<file path="src/design/flp_params.svh">
/*
 Constants of the flash lock, security and non-volatile bit block.
 Assumes one clock of 10 MHz and inclusion by the top module and the bench.
*/
`ifndef FLP_PARAMS_SVH
`define FLP_PARAMS_SVH

`define FLP_CLK_HZ 10000000
`define FLP_LOCK_COUNT 16
`define FLP_REGION_SHIFT 6
`define FLP_PAGE_W 10
`define FLP_BOOT_HOLD_S 10
`define FLP_BOOT_HOLD_CYC (`FLP_BOOT_HOLD_S * `FLP_CLK_HZ)
`define FLP_CALIB_VALUE 8'h5a

// Register offsets
`define FLP_OFS_MODE 8'h00
`define FLP_OFS_CMD 8'h04
`define FLP_OFS_STATUS 8'h08
`define FLP_OFS_LOCKS 8'h0c
`define FLP_OFS_NV 8'h10

// Status and mode bit positions
`define FLP_BIT_DONE 0
`define FLP_BIT_LOCK_ERROR_FLAG 2
`define FLP_BIT_DENY 3
`define FLP_BIT_BUSY 4
`define FLP_EV_MASK 32'h0000000d

// Command word fields
`define FLP_CMD_LSB 0
`define FLP_ARG_LSB 8

// Non-volatile view fields
`define FLP_NV_SEC 0
`define FLP_NV_GP_LSB 1
`define FLP_NV_FFP 4
`define FLP_NV_BOOT 5
`define FLP_NV_CAL_LSB 8

`endif

</file>
<file path="src/design/flp_pkg.sv">
/*
 Types of the flash lock, security and non-volatile bit block.
 Assumes the constants header is compiled alongside.
*/
`default_nettype none
package flp_pkg;
	typedef enum logic [3:0] {
		FLP_CMD_NONE = 4'h0,
		FLP_CMD_READ = 4'h1,
		FLP_CMD_PAGE_PROG = 4'h2,
		FLP_CMD_PAGE_ERASE = 4'h3,
		FLP_CMD_FULL_ERASE = 4'h4,
		FLP_CMD_SET_LOCK = 4'h5,
		FLP_CMD_CLR_LOCK = 4'h6,
		FLP_CMD_SET_SEC = 4'h7,
		FLP_CMD_SET_GP = 4'h8,
		FLP_CMD_CLR_GP = 4'h9
	} flp_cmd_t;

	typedef enum logic [1:0] {
		FLP_OP_READ = 2'h0,
		FLP_OP_PROG = 2'h1,
		FLP_OP_PAGE_ERASE = 2'h2,
		FLP_OP_FULL_ERASE = 2'h3
	} flp_op_t;

	// Gray ordered along idle, issue, wait, finish
	typedef enum logic [1:0] {
		FLP_ST_IDLE = 2'b00,
		FLP_ST_ISSUE = 2'b01,
		FLP_ST_WAIT = 2'b11,
		FLP_ST_FINISH = 2'b10
	} flp_state_t;

	typedef enum logic [1:0] {
		FLP_SRC_SW = 2'h0,
		FLP_SRC_FFP = 2'h1,
		FLP_SRC_PIN = 2'h2
	} flp_src_t;
endpackage
`default_nettype wire

</file>
<file path="src/design/flp_top.sv">
/*
 Flash lock regions, security bit, general non-volatile bits, calibration
 bits, fast programming entry and boot recovery detection.
 Assumes a flash array that runs one operation per start pulse and answers
 with a done pulse, and external front ends for the serial and parallel
 fast programming ports merged onto one command port.
*/
`include "flp_params.svh"
`default_nettype none
module flp_top #(
	parameter int unsigned BOOT_HOLD_CYCLES = `FLP_BOOT_HOLD_CYC
) (
	input wire logic sys_clk_i,
	input wire logic reset_i,
	input wire logic power_on_i,
	input wire logic [7:0] reg_addr_i,
	input wire logic [31:0] reg_wdata_i,
	input wire logic reg_wr_i,
	input wire logic reg_rd_i,
	output logic [31:0] reg_rdata_o,
	output logic irq_o,
	input wire logic erase_pin_i,
	input wire logic test_mode_pin_i,
	input wire logic port_line_0_i,
	input wire logic port_line_1_i,
	input wire logic port_line_2_i,
	input wire logic dbg_req_i,
	output logic dbg_grant_o,
	input wire logic ffp_valid_i,
	input wire flp_pkg::flp_cmd_t ffp_cmd_i,
	input wire logic [`FLP_PAGE_W-1:0] ffp_page_i,
	output logic ffp_ready_o,
	output logic ffp_done_o,
	output logic ffp_error_o,
	output logic flash_start_o,
	output flp_pkg::flp_op_t flash_op_o,
	output logic [`FLP_PAGE_W-1:0] flash_page_o,
	input wire logic flash_done_i,
	output logic bod_enable_o,
	output logic bod_reset_enable_o,
	output logic [7:0] calib_o,
	output logic fast_prog_mode_o,
	output logic boot_restore_o,
	output logic boot_recovered_o
);
	import flp_pkg::*;

	localparam int unsigned PIN_N = 5;
	localparam logic [31:0] BOOT_LAST = 32'(BOOT_HOLD_CYCLES - 1);

	logic [PIN_N-1:0] pin_raw;
	logic [PIN_N-1:0] sync_a;
	logic [PIN_N-1:0] sync_b;
	logic [PIN_N-1:0] sync_c;
	logic [PIN_N-1:0] pin_f;
	logic erase_f;
	logic erase_f_d;
	logic strap_ffp;
	logic strap_boot;
	logic [31:0] lock_bits;
	logic security;
	logic [1:0] gp_bits;
	logic [31:0] mode_reg;
	logic [31:0] status_ev;
	logic [31:0] status_rd;
	flp_state_t state;
	flp_cmd_t cur_cmd;
	flp_src_t cur_src;
	logic [`FLP_PAGE_W-1:0] cur_page;
	logic sw_cmd_wr;
	flp_cmd_t sw_cmd;
	logic [`FLP_PAGE_W-1:0] sw_page;
	logic ffp_take;
	logic erase_req;
	logic erase_take;
	logic [4:0] cur_region;
	logic region_locked;
	logic any_locked;
	logic is_flash_op;
	logic lock_abort;
	logic ffp_deny;
	logic ev_done;
	logic ev_lock_error_flag;
	logic ev_deny;
	logic [31:0] ev_set;
	logic [31:0] ev_clr;
	logic [31:0] boot_cnt;
	logic boot_fired;

	// Pin inputs through three flops, level taken when last two agree
	assign pin_raw = {port_line_2_i, port_line_1_i, port_line_0_i,
		test_mode_pin_i, erase_pin_i};

	always_ff @(posedge sys_clk_i) begin
		if (reset_i) begin
			sync_a <= '0;
			sync_b <= '0;
			sync_c <= '0;
		end else begin
			sync_a <= pin_raw;
			sync_b <= sync_a;
			sync_c <= sync_b;
		end
	end

	genvar gi;
	generate
		for (gi = 0; gi < PIN_N; gi++) begin : g_pin
			always_ff @(posedge sys_clk_i) begin
				if (reset_i) begin
					pin_f[gi] <= 1'b0;
				end else if (sync_b[gi] == sync_c[gi]) begin
					pin_f[gi] <= sync_c[gi];
				end
			end
		end
	endgenerate

	assign erase_f = pin_f[0];
	assign strap_ffp = pin_f[1] & pin_f[2] & pin_f[3] & ~pin_f[4];
	assign strap_boot = pin_f[1] & pin_f[2] & pin_f[3] & pin_f[4];

	// Erase pin edge; the long hold is left to the driving party
	always_ff @(posedge sys_clk_i) begin
		if (reset_i) begin
			erase_f_d <= 1'b0;
		end else begin
			erase_f_d <= erase_f;
		end
	end

	// Pending full erase requested by the erase pin
	always_ff @(posedge sys_clk_i) begin
		if (reset_i) begin
			erase_req <= 1'b0;
		end else if (erase_f & ~erase_f_d) begin
			erase_req <= 1'b1;
		end else if (erase_take) begin
			erase_req <= 1'b0;
		end
	end

	// Software register decode
	assign sw_cmd_wr = reg_wr_i && (reg_addr_i == `FLP_OFS_CMD);
	assign sw_cmd = flp_cmd_t'(reg_wdata_i[`FLP_CMD_LSB +: 4]);
	assign sw_page = reg_wdata_i[`FLP_ARG_LSB +: `FLP_PAGE_W];

	// Fast programming port only in fast programming mode and when idle
	assign ffp_ready_o = fast_prog_mode_o && (state == FLP_ST_IDLE)
		&& !erase_req;
	assign ffp_take = ffp_valid_i && ffp_ready_o;
	assign erase_take = (state == FLP_ST_IDLE) && erase_req;

	// Region lookup of the current page
	assign cur_region = 5'(cur_page >> `FLP_REGION_SHIFT);
	assign region_locked = lock_bits[cur_region];
	assign any_locked = |lock_bits;
	assign is_flash_op = (cur_cmd == FLP_CMD_PAGE_PROG)
		|| (cur_cmd == FLP_CMD_PAGE_ERASE)
		|| (cur_cmd == FLP_CMD_FULL_ERASE);
	assign lock_abort = (cur_src != FLP_SRC_PIN) && is_flash_op
		&& ((cur_cmd == FLP_CMD_FULL_ERASE) ? any_locked
		: region_locked);
	assign ffp_deny = (cur_src == FLP_SRC_FFP) && security;

	// Command sequencer
	always_ff @(posedge sys_clk_i) begin
		if (reset_i) begin
			state <= FLP_ST_IDLE;
			cur_cmd <= FLP_CMD_NONE;
			cur_src <= FLP_SRC_SW;
			cur_page <= '0;
		end else begin
			case (state)
				FLP_ST_IDLE: begin
					if (erase_take) begin
						cur_cmd <= FLP_CMD_FULL_ERASE;
						cur_src <= FLP_SRC_PIN;
						cur_page <= '0;
						state <= FLP_ST_ISSUE;
					end else if (ffp_take) begin
						cur_cmd <= ffp_cmd_i;
						cur_src <= FLP_SRC_FFP;
						cur_page <= ffp_page_i;
						state <= FLP_ST_ISSUE;
					end else if (sw_cmd_wr && sw_cmd != FLP_CMD_READ
						&& sw_cmd != FLP_CMD_NONE) begin
						cur_cmd <= sw_cmd;
						cur_src <= FLP_SRC_SW;
						cur_page <= sw_page;
						state <= FLP_ST_ISSUE;
					end
				end
				FLP_ST_ISSUE: begin
					if (ffp_deny || lock_abort) begin
						state <= FLP_ST_FINISH;
					end else if (is_flash_op || cur_cmd == FLP_CMD_READ) begin
						state <= FLP_ST_WAIT;
					end else begin
						state <= FLP_ST_FINISH;
					end
				end
				FLP_ST_WAIT: begin
					if (flash_done_i) begin
						state <= FLP_ST_FINISH;
					end
				end
				FLP_ST_FINISH: begin
					state <= FLP_ST_IDLE;
				end
				default: begin
					state <= FLP_ST_IDLE;
				end
			endcase
		end
	end

	// Flash operation start pulse and its operands
	always_ff @(posedge sys_clk_i) begin
		if (reset_i) begin
			flash_start_o <= 1'b0;
			flash_op_o <= FLP_OP_READ;
			flash_page_o <= '0;
		end else begin
			flash_start_o <= (state == FLP_ST_ISSUE) && !ffp_deny
				&& !lock_abort && (is_flash_op || cur_cmd == FLP_CMD_READ);
			flash_page_o <= cur_page;
			case (cur_cmd)
				FLP_CMD_PAGE_PROG: flash_op_o <= FLP_OP_PROG;
				FLP_CMD_PAGE_ERASE: flash_op_o <= FLP_OP_PAGE_ERASE;
				FLP_CMD_FULL_ERASE: flash_op_o <= FLP_OP_FULL_ERASE;
				default: flash_op_o <= FLP_OP_READ;
			endcase
		end
	end

	// Lock bits: persistent, cleared at power on, by the erase pin or one region at a time by the clear lock command
	always_ff @(posedge sys_clk_i) begin
		if (power_on_i) begin
			lock_bits <= '0;
		end else if (erase_f) begin
			lock_bits <= '0;
		end else if (state == FLP_ST_ISSUE && !ffp_deny
			&& cur_region < 5'(`FLP_LOCK_COUNT)) begin
			if (cur_cmd == FLP_CMD_SET_LOCK) begin
				lock_bits[cur_region] <= 1'b1;
			end else if (cur_cmd == FLP_CMD_CLR_LOCK) begin
				lock_bits[cur_region] <= 1'b0;
			end
		end
	end

	// Security bit: set by command only, cleared after pin driven erase
	always_ff @(posedge sys_clk_i) begin
		if (power_on_i) begin
			security <= 1'b0;
		end else if (state == FLP_ST_WAIT && flash_done_i
			&& cur_src == FLP_SRC_PIN) begin
			security <= 1'b0;
		end else if (state == FLP_ST_ISSUE && cur_cmd == FLP_CMD_SET_SEC
			&& !ffp_deny) begin
			security <= 1'b1;
		end
	end

	// General purpose bits steering the brownout logic
	always_ff @(posedge sys_clk_i) begin
		if (power_on_i) begin
			gp_bits <= '0;
		end else if (erase_f) begin
			gp_bits <= '0;
		end else if (state == FLP_ST_ISSUE && !ffp_deny
			&& cur_page < `FLP_PAGE_W'(2)) begin
			if (cur_cmd == FLP_CMD_SET_GP) begin
				gp_bits[cur_page[0]] <= 1'b1;
			end else if (cur_cmd == FLP_CMD_CLR_GP) begin
				gp_bits[cur_page[0]] <= 1'b0;
			end
		end
	end

	assign bod_enable_o = gp_bits[0];
	assign bod_reset_enable_o = gp_bits[1];
	assign calib_o = `FLP_CALIB_VALUE;

	// Debug port granted only while unsecured
	assign dbg_grant_o = dbg_req_i && !security;

	// Fast programming mode follows the straps
	always_ff @(posedge sys_clk_i) begin
		if (reset_i) begin
			fast_prog_mode_o <= 1'b0;
		end else begin
			fast_prog_mode_o <= strap_ffp;
		end
	end

	// Fast programming answer
	always_ff @(posedge sys_clk_i) begin
		if (reset_i) begin
			ffp_done_o <= 1'b0;
			ffp_error_o <= 1'b0;
		end else begin
			ffp_done_o <= (state == FLP_ST_FINISH) && (cur_src == FLP_SRC_FFP);
			ffp_error_o <= (state == FLP_ST_ISSUE) && (cur_src == FLP_SRC_FFP)
				&& (ffp_deny || lock_abort) ? 1'b1
				: (state == FLP_ST_IDLE) ? 1'b0 : ffp_error_o;
		end
	end

	// Boot recovery hold counter, fires once until power on
	always_ff @(posedge sys_clk_i) begin
		if (power_on_i) begin
			boot_cnt <= '0;
			boot_fired <= 1'b0;
			boot_restore_o <= 1'b0;
		end else begin
			boot_restore_o <= 1'b0;
			if (!strap_boot) begin
				boot_cnt <= '0;
			end else if (!boot_fired) begin
				if (boot_cnt == BOOT_LAST) begin
					boot_fired <= 1'b1;
					boot_restore_o <= 1'b1;
				end else begin
					boot_cnt <= boot_cnt + 32'h1;
				end
			end
		end
	end

	assign boot_recovered_o = boot_fired;

	// Events into sticky status
	assign ev_done = (state == FLP_ST_FINISH);
	assign ev_lock_error_flag = (state == FLP_ST_ISSUE) && lock_abort && !ffp_deny;
	assign ev_deny = (state == FLP_ST_ISSUE) && ffp_deny;
	assign ev_set = {28'h0, ev_deny, ev_lock_error_flag, 1'b0, ev_done};
	assign ev_clr = (reg_wr_i && reg_addr_i == `FLP_OFS_STATUS)
		? (reg_wdata_i & `FLP_EV_MASK) : 32'h0;

	// Sticky flags, a new event beats a same cycle clear
	always_ff @(posedge sys_clk_i) begin
		if (reset_i) begin
			status_ev <= '0;
		end else begin
			status_ev <= ev_set | (status_ev & ~ev_clr);
		end
	end

	// Mode register holds the interrupt enables
	always_ff @(posedge sys_clk_i) begin
		if (reset_i) begin
			mode_reg <= '0;
		end else if (reg_wr_i && reg_addr_i == `FLP_OFS_MODE) begin
			mode_reg <= reg_wdata_i & `FLP_EV_MASK;
		end
	end

	// Level interrupt from enabled flags
	assign irq_o = |(status_ev & mode_reg);

	assign status_rd = status_ev
		| {27'h0, (state != FLP_ST_IDLE), 4'h0};

	// Read data one cycle after the strobe
	always_ff @(posedge sys_clk_i) begin
		if (reset_i) begin
			reg_rdata_o <= '0;
		end else if (reg_rd_i) begin
			case (reg_addr_i)
				`FLP_OFS_MODE: reg_rdata_o <= mode_reg;
				`FLP_OFS_STATUS: reg_rdata_o <= status_rd;
				`FLP_OFS_LOCKS: reg_rdata_o <= lock_bits;
				`FLP_OFS_NV: reg_rdata_o <= {16'h0, calib_o, 2'b00,
					boot_fired, fast_prog_mode_o, 1'b0, gp_bits, security};
				default: reg_rdata_o <= '0;
			endcase
		end else begin
			reg_rdata_o <= '0;
		end
	end
endmodule
`default_nettype wire

</file>
<file path="config.mk">
export PLATFORM = sky130hd
export DESIGN_NAME = flp_top
export DESIGN_NICKNAME = d
export VERILOG_FILES = /design/src/design/flp_pkg.sv /design/src/design/flp_top.sv
export VERILOG_INCLUDE_DIRS = /design/src /design/src/design
export SDC_FILE = /design/constraint.sdc
export NUM_CORES = 1
export LEC_CHECK = 0
export BUFFER_PORTS_ARGS = -buffer_cell sky130_fd_sc_hd__buf_4
export CAP_MARGIN = 30
export CORE_MARGIN = 3
export CORE_UTILIZATION = 45
export DETAILED_ROUTE_END_ITERATION = 6
export PLACE_DENSITY = 0.71
export SLEW_MARGIN = 20
export SYNTH_ARGS = -nofsm -noshare
export SYNTH_HDL_FRONTEND = slang
export SYNTH_SLANG_ARGS = --single-unit
</file>
<file path="constraint.sdc">
create_clock -name sys_clk_i -period 1.75 [get_ports sys_clk_i]
set_input_delay 0.175 -clock sys_clk_i [delete_from_list [all_inputs] [get_ports sys_clk_i]]
set_output_delay 0.175 -clock sys_clk_i [all_outputs]
set_load 0.05 [all_outputs]
</file>
==> results of run 1 <==
layout by cell type, fill, tap and decap left out, types with 9 or more instances in the layout:
cell / count
nand2_1: 38
or3_1: 9
nor2b_1: 29
o31ai_1: 17
nand4_1: 22
conb_1: 24
buf_4: 166
mux2i_1: 26
clkbuf_16: 17
nor2_1: 54
o21ai_0: 27
nand3_1: 19
dfxtp_1: 114
a21oi_1: 27
nand2b_1: 10
xor2_1: 16
inv_1: 10
dfxtp_2: 15
final timing paths:
kind / startpoint / end / slack (ns) / cells past startpoint
worst min-delay path: reg_wdata_i[17] / cur_page[9]$_SDFFE_PP0P_ / 0.04 / 3
worst min register to register: sync_a[3]$_SDFF_PP0_ / sync_b[3]$_SDFF_PP0_ / 0.43 / 1
worst max register to register: boot_cnt[11]$_SDFFE_PP0P_ / boot_cnt[30]$_SDFFE_PP0P_ / -0.07 / 6
worst max-delay path: boot_cnt[11]$_SDFFE_PP0P_ / boot_cnt[30]$_SDFFE_PP0P_ / -0.07 / 6
power breakdown:
group / total [mW] / internal (mW) / switching (mW)
Sequential: 3.00 / 3.00 / 0.00639
Combinational: 0.329 / 0.115 / 0.214
Clock: 3.54 / 2.33 / 1.21
area by class of cell:
| type | instances | area share |
|---|---|---|
| Clock buffer | 25 | 0.0606 |
| Clock inverter | 5 | 0.0125 |
| Inverter | 10 | 0.00468 |
| Multi-Input combinational cell | 469 | 0.398 |
| Sequential cell | 131 | 0.330 |
| Tap cell | 168 | 0.0262 |
| Timing Repair Buffer | 175 | 0.167 |
metal layers:
layer / global-route usage / vias up / wire (um)
met3: 0.0655 / 29 / 1050
met2: 0.327 / 192 / 7280
met4: 0.0880 / 0 / 352
met1: 0.286 / 2568 / 7180
li1: - / 2585 / -
met5: 0 / - / 0
what timing repair did:
action / in CTS / in global routing
pin swaps: 8 / 16
gates cloned: 1 / 0
setup buffers: 1 / 6
hold endpoints to repair: 7 / 0
hold buffers: 6 / 0
setup endpoints to repair: 20 / 40
gates resized for setup: 16 / 61
worst register-to-register path, stage by stage, from the launching register on:
cell and delay [ns]:
dfxtp_4 0.35, buf_4 0.12, nand4_1 0.32, nor3_2 0.29, nand3_1 0.17, or3_1 0.35, a21oi_1 0.15
cells by family after synthesis:
family / Yosys count / share of synthesized area
and+or+nand+nor: 272 / 0.259
DFF: 131 / 0.452
AOI/OAI and AO/OA: 116 / 0.130
buffers and inverters: 66 / 0.0601
muxes: 34 / 0.0623
xor gates and xnor gates: 22 / 0.0332
other: 2 / 0.00129
adders and majority gates: 1 / 0.00215
metrics by stage:
step | utilization | instances | hold slack (ns) | TNS [ns]
floorplan | - | 666 | 0.237 | 0
global placement | 0.569 | 939 | 0.387 | -3.14
detailed placement | 0.569 | 939 | 0.389 | -4.64
CTS | 0.629 | 977 | 0.0323 | 0
global route | 0.651 | 983 | 0.0396 | -1.89
finish | 0.651 | 983 | 0.0402 | -0.113
==> flow_summary.ini, run 1 <==
[critical_path]
critical_path.cell_chain = buf_4 > nand4_1 > nor3_2 > nand3_1 > or3_1 > a21oi_1
crit_buf_inv = 1
path_max_fanout = 4
critical-path-top-delay-family = simple AND/OR/NAND/NOR gates
cp-start-kind = flop
critPathSlowestCell = dfxtp_4
critPathRequiredTime_ns = 2.10
arrival_ns = 2.17
cpPeakStageDelay_ns = 0.35
crit_type = reg -> reg
end_kind = flop

[pwr]
ir_drop_uv = 492
total_power_mw = 6.87
p_leak_nw = 3.23
power_density_nw_per_um2 = 858

[sta]
clock.fmax_ghz = 0.548
fin_skew_ns = 0.00652
timing.final.max_slew_violations = 0
rsz0062_at_grt = true
hold_violations = 0
finalCritPeriodShare = 1.04
finalSetupViolCount = 3
setup_ws_ns = -0.0736
relSlewSlack = 0.661
worst_slew_pin_slew_ns = 0.508
period_needed_ns = 1.82

[clock_network]
root_buffer = clkbuf_16
cts_num_sinks = 131
cts.htree.levels = 4
cts_tree = yes
clk-insertion-delay-late_ns = 0.42
cts-buffers-inserted = 17
path_clk_slew_ns = 0.05
cts_buffer_depth = 2

[global_routing]
grt_usage = 0.215
grt_max_degree = 33
antenna_found_initial = 0
grt_pass1_wl_um = 24700
grt_pass1_vias = 5117
grt_overflow = 0

[drt]
wl_per_cell_um = 16.1
vias = 5374
post_drt_via_cell_ratio = 5.47
drtPass1Iterations = 6
first_iter_violations = 333
drt-total-wl_um = 15900
post-route-drc-count = 0
detail-route-antenna-nets = 0

[placement]
place_area_um2 = 7010
hpwl_um = 11000
place.gp.congestion = 0.888
pre_cts_slack_ns = -0.174
numPortBuffers = 87

[final_layout]
multiInputGateArea_um2 = 3190
drive_gt1_frac = 0.330
n_antenna_cell = 0
final_nets = 872
seq_area_um2 = 2650
syn_to_final_growth_pct = 38.1
design_area_um2 = 8020
fill_cells = 1010

[synth]
yosys_warnings = 0
synth_edf_count = 0
synth.distinct_cells = 60
synth_area_um2 = 5810
synth_seq_cells = 131
synthTopCellsByArea = dfxtp_1, mux2i_1, nor2_1
syn_avg_cell_area_um2 = 9.01
yosysMostFrequentCell = dfxtp_1
yosys.area.top_type = dfxtp_1
synth.yosys.seq_area_share = 0.452
synthFlopType = dfxtp_1
synthArstFlopShare = 0
yosysTopAreaCellShare = 0.452
syn_inst = 644
synth_common_cells = dfxtp_1, nor2_1, nand2_1

[worst_hold_path]
worstHoldPathType = in -> reg

[floorplan]
ios = 130
fp.coreArea_um2 = 12300
initial_core_util = 0.472
die_y_um = 120
die-area_um2 = 14300
rows = 40
die_x_um = 120

[outcome]
status = complete, but fails checks
violations = setup timing

[job]
maxCapViolations = 0
(Power assumes the default switching activity.)
==> run 2, diff against run 1 <==
Settings changed: TNS_END_PERCENT set to 20.
==> run 2 against run 1 <==
Against the previous run: the flow still finishes with violations (setup timing); total power grew 1.2%; routed wire length rose by 0.23%; global-route usage grew 0.93 points; register-to-register slack gained 0.02 ns; non-clock buffer count fell by 4; first-iteration DRC count up 30%; worst hold slack got worse by 0.0036 ns; flip-flop and latch count unchanged; clock-buffer cell count shrank 5; critical path depth unchanged; critical endpoint is now boot_cnt[0]$_SDFFE_PP0P_; largest power group unchanged; highest routed layer unchanged.
==> flow_summary.ini, run 2 (same netlist as run 1, synthesis figures left out) <==
[drt]
first_iter_violations = 434
detail-route-antenna-nets = 0
drtPass1Iterations = 5
vias = 5418
post-route-drc-count = 0
wl_per_cell_um = 16.2
drt-total-wl_um = 15900
post_drt_via_cell_ratio = 5.52

[final_layout]
n_antenna_cell = 0
fill_cells = 1023
final_nets = 868
syn_to_final_growth_pct = 36.5
final_cell_mix = buf_4, dfxtp_1, nor2_1
layout_commonest_cell = buf_4
multiInputGateArea_um2 = 3120
seq_area_um2 = 2640
drive_gt1_frac = 0.320

[floorplan]
fp.coreArea_um2 = 12300
rows = 40
ios = 130
die-area_um2 = 14300
die_y_um = 120
initial_core_util = 0.472
die_x_um = 120

[sta]
finalCritPeriodShare = 1.03
finalSetupTns_ns = -0.0735
rsz0062_at_grt = true
hold_violations = 0
finalSetupViolCount = 3
timing.final.max_slew_violations = 0
period_needed_ns = 1.80
setup_ws_ns = -0.0513
fin_skew_ns = 0.00681
clock.fmax_ghz = 0.555

[critical_path]
arrival_ns = 2.11
reg2reg_from = boot_cnt[27]$_SDFFE_PP0P_
crit_type = reg -> reg
path_max_fanout = 2
critical_path.cell_chain = nor4_4 > nand4_1 > buf_4 > o41a_1 > xnor2_1 > nor2_1
r2r-end = boot_cnt[0]$_SDFFE_PP0P_
cp-start-kind = flop
rr_worst_depth = 6
r2r_setup_slack_ns = -0.05
critPathSlowestCell = o41a_1
critPathRequiredTime_ns = 2.06
critPathLaunch = boot_cnt[27]$_SDFFE_PP0P_
end_kind = flop
endpoint = boot_cnt[0]$_SDFFE_PP0P_
cpPeakStageDelay_ns = 0.35

[global_routing]
antenna_found_initial = 0
grt_max_degree = 34
grt_pass1_vias = 5325
grt_usage = 0.225
grt_overflow = 0
grt_pass1_wl_um = 25900

[clock_network]
cts_tree = yes
path_clk_slew_ns = 0.06
cts_num_sinks = 131
cts-buffers-inserted = 17
clk-insertion-delay-late_ns = 0.43
cts_buffer_depth = 2
root_buffer = clkbuf_16
cts.htree.levels = 4

[pwr]
total_power_mw = 6.96
ir_drop_uv = 724
p_leak_nw = 3.18
power_density_nw_per_um2 = 878

[placement]
hpwl_um = 11100
place.gp.congestion = 0.895
numPortBuffers = 87
pre_cts_slack_ns = -0.231

[outcome]
violations = setup timing
status = complete, but fails checks

[worst_hold_path]
worstHoldPathType = in -> reg

[job]
maxCapViolations = 0
==> run 2: where the power goes <==
part / total, mW / switching, mW / internal, mW
logic: 0.330 / 0.217 / 0.114
registers: 3.00 / 0.00646 / 3.00
clock network: 3.62 / 1.31 / 2.31
==> run 2: how the worst min path moves through the flow <==
stage | startpoint | end | slack, ns | cells past startpoint
global route | reg_wdata_i[1] | cur_cmd[1]$_SDFFE_PP0P_ | 0.05 | 3
CTS | reg_wdata_i[17] | cur_page[9]$_SDFFE_PP0P_ | 0.03 | 3
floorplan | power_on_i | boot_recovered_o$_SDFFE_PP0N_ | 0.24 | 1
global placement | erase_pin_i | sync_a[0]$_SDFF_PP0_ | 0.39 | 2
finish | reg_wdata_i[17] | cur_page[9]$_SDFFE_PP0P_ | 0.04 | 3
detailed placement | port_line_0_i | sync_a[2]$_SDFF_PP0_ | 0.39 | 2
==> run 2: cell type report <==
cell class                      instances  area share
Clock buffer                           20      0.0576
Clock inverter                         12      0.0196
Inverter                               10     0.00474
Multi-Input combinational cell        469       0.394
Sequential cell                       131       0.334
Tap cell                              168      0.0265
Timing Repair Buffer                  171       0.164
==> run 2: per-stage QoR <==
| stage | cell area [um^2] | cells | utilization | hold WS [ns] |
|---|---|---|---|---|
| CTS | 7780 | 980 | 0.632 | 0.0319 |
| finish | 7920 | 981 | 0.644 | 0.0366 |
| detailed placement | 7020 | 941 | 0.570 | 0.393 |
| global placement | 7020 | 941 | 0.570 | 0.387 |
| global route | 7920 | 981 | 0.644 | 0.0495 |
| floorplan | 5910 | 666 | - | 0.244 |
==> run 2: layer usage <==
layer | track usage | wire length (um)
met4 | 0.0880 | 327
met5 | 0 | 0
met3 | 0.0537 | 1100
met2 | 0.354 | 7300
met1 | 0.298 | 7180
==> run 2: what timing repair did <==
action | CTS | global route
endpoints found under the hold margin | 7 | 0
resized for setup | 19 | 38
pin swaps | 6 | 5
setup buffers | 0 | 1
gates cloned | 1 | 0
endpoints found under the setup margin | 17 | 42
hold buffers | 6 | 0
==> run 2: critical path: cells and delay by family, from the launching register on <==
kind	cells	cell delay [ns]
AOI/OAI and AO/OA	1	0.35
xor gates and xnor gates	1	0.20
buffers and inverters	1	0.21
DFF	1	0.33
and+or+nand+nor	3	0.58
==> run 3, diff against run 2 <==
Settings changed: PLACE_DENSITY 0.71 to 0.68.
Clock period 1.75 ns to 2.1 ns, I/O delays scaled along.
==> run 3 against run 2 <==
Against the previous run: the run now ends clean; global-route usage fell by 2.0 points; register-to-register slack gained 0.16 ns; core utilization fell by 4.5 points; sequential share of layout area increased by 2.2 points; final cell count down 5.1%; worst hold slack lost 0.028 ns; critical endpoint is now state[0]$_SDFFE_PP0P_; cell area is 6.9% lower; non-clock buffer count shrank 50; highest routed layer unchanged; combinational power down 22%; maximum frequency is 9.7% lower; die area unchanged; critical path depth rose by 2; critical path type unchanged.
==> flow_summary.ini, run 3 (same netlist as run 1, synthesis figures left out) <==
[outcome]
status = finished clean

[worst_hold_path]
whs_path_depth = 2
worstHoldPathType = in -> reg
worstHoldStart = port_line_2_i

[final_layout]
layout_commonest_cell = dfxtp_1
design_area_um2 = 7370
finalCoreUtilization = 0.599
drive_gt1_frac = 0.223
syn_to_final_growth_pct = 27.0
n_antenna_cell = 0
final_cell_mix = dfxtp_1, buf_4, nor2_1
final_nets = 818

[sta]
finalCritPeriodShare = 0.950
finalSetupViolCount = 0
timing.final.max_slew_violations = 0
fin_skew_ns = 0.00592
whs_ns = 0.00871
rsz0062_at_grt = false
finalSetupTns_ns = 0
clock.fmax_ghz = 0.501
relSlewSlack = 0.635
hold_violations = 0
period_needed_ns = 2.00
worst_slew_pin_slew_ns = 0.548

[critical_path]
critical_path.cell_chain = buf_4 > nor4b_1 > buf_4 > nand3_1 > o21ai_0 > o21ai_0 > buf_4 > o211ai_1
end_kind = flop
critPathSlowestCell = nor4b_1
crit_type = reg -> reg
cpMostUsedCell = buf_4
cpPeakStageDelay_ns = 0.39
critPathRequiredTime_ns = 2.44
cp-start-kind = flop
path_max_fanout = 4
arrival_ns = 2.34
reg2reg_from = cur_cmd[0]$_SDFFE_PP0P_
rr_worst_depth = 8
critPathLaunch = cur_cmd[0]$_SDFFE_PP0P_
r2r_setup_slack_ns = 0.10

[placement]
place.gp.congestion = 0.903
hpwl_um = 10200
place_area_um2 = 6670
numPortBuffers = 87

[clock_network]
path_clk_slew_ns = 0.06
clk-insertion-delay-late_ns = 0.42
cts.htree.levels = 4
root_buffer = clkbuf_16
cts_num_sinks = 131
cts_tree = yes
cts_buffer_depth = 2
cts-buffers-inserted = 17

[drt]
detail-route-antenna-nets = 0
drt-total-wl_um = 14200
post-route-drc-count = 0
first_iter_violations = 315
drtPass1Iterations = 5
post_drt_via_cell_ratio = 5.53
wl_per_cell_um = 15.2
vias = 5144

[floorplan]
die_y_um = 120
die_x_um = 120
ios = 130
die-area_um2 = 14300
initial_core_util = 0.472
fp.coreArea_um2 = 12300
rows = 40

[global_routing]
use_met1 = 0.280
grt_overflow = 0
use_met2 = 0.309
grt_pass1_vias = 4880
antenna_found_initial = 0
grtUsageMet3 = 0.0551
grt.busiest_layer = met2
grt_max_degree = 56
grt_pass1_wl_um = 23800
grt_usage = 0.205

[pwr]
total_power_mw = 6.04
ir_drop_uv = 641
p_leak_nw = 2.87
power.internal_mw = 4.79
switchingPower_mw = 1.25
power_switching_share = 0.207
p_clk_frac = 0.542
power_density_nw_per_um2 = 819
pwr-share-comb = 0.043
seqPwrFrac = 0.415

[job]
maxCapViolations = 0
## run 3: layout make-up
type / count / area [um^2]
Fill cell: 1098 / 4940
Multi-Input combinational cell: 469 / 2920
Sequential cell: 131 / 2620
Timing Repair Buffer: 121 / 913
Clock buffer: 20 / 467
Tap cell: 168 / 210
Clock inverter: 12 / 201
Inverter: 10 / 37.5
## run 3: timing repair
action | in CTS | in global routing
hold buffers | 2 | 0
endpoints found under the setup margin | 0 | 4
endpoints found under the hold margin | 2 | 0
gates resized for setup | 0 | 1
buffers inserted | 0 | 1
## run 3: metal layers
layer / routed length, um / vias to the layer above
met2: 6230 / 209
met1: 6690 / 2423
met3: 1010 / 25
met5: 0 / -
met4: 252 / 0
li1: - / 2487
## run 3: path summary, 6_finish.rpt
path	to
hold / removal	sync_a[4]$_SDFF_PP0_
setup reg to reg	state[0]$_SDFFE_PP0P_
hold reg to reg	sync_b[0]$_SDFF_PP0_
setup / recovery	state[0]$_SDFFE_PP0P_
## run 3: through the flow
step                instances  setup slack [ns]
global route              931            0.0294
floorplan                 666             0.288
CTS                       930             0.105
finish                    931             0.104
detailed placement        896            0.0113
global placement          896            0.0669
## run 3: power by group through the flow
stage               logic (mW)  registers (mW)  clock network, mW
finish                   0.259            2.50               3.28
global route             0.276            2.50               3.44
CTS                      0.258            2.50               3.32
detailed placement       0.254            2.56                  0
global placement         0.251            2.56                  0
floorplan                0.192            2.56                  0
## run 3: critical path: cells and delay by family (launching register included)
kind	cells	cell delay, ns
AO/OA/AOI/OAI	3	0.59
buffers and inverters	3	0.50
AND/OR/NAND/NOR	2	0.50
flip-flops	1	0.34
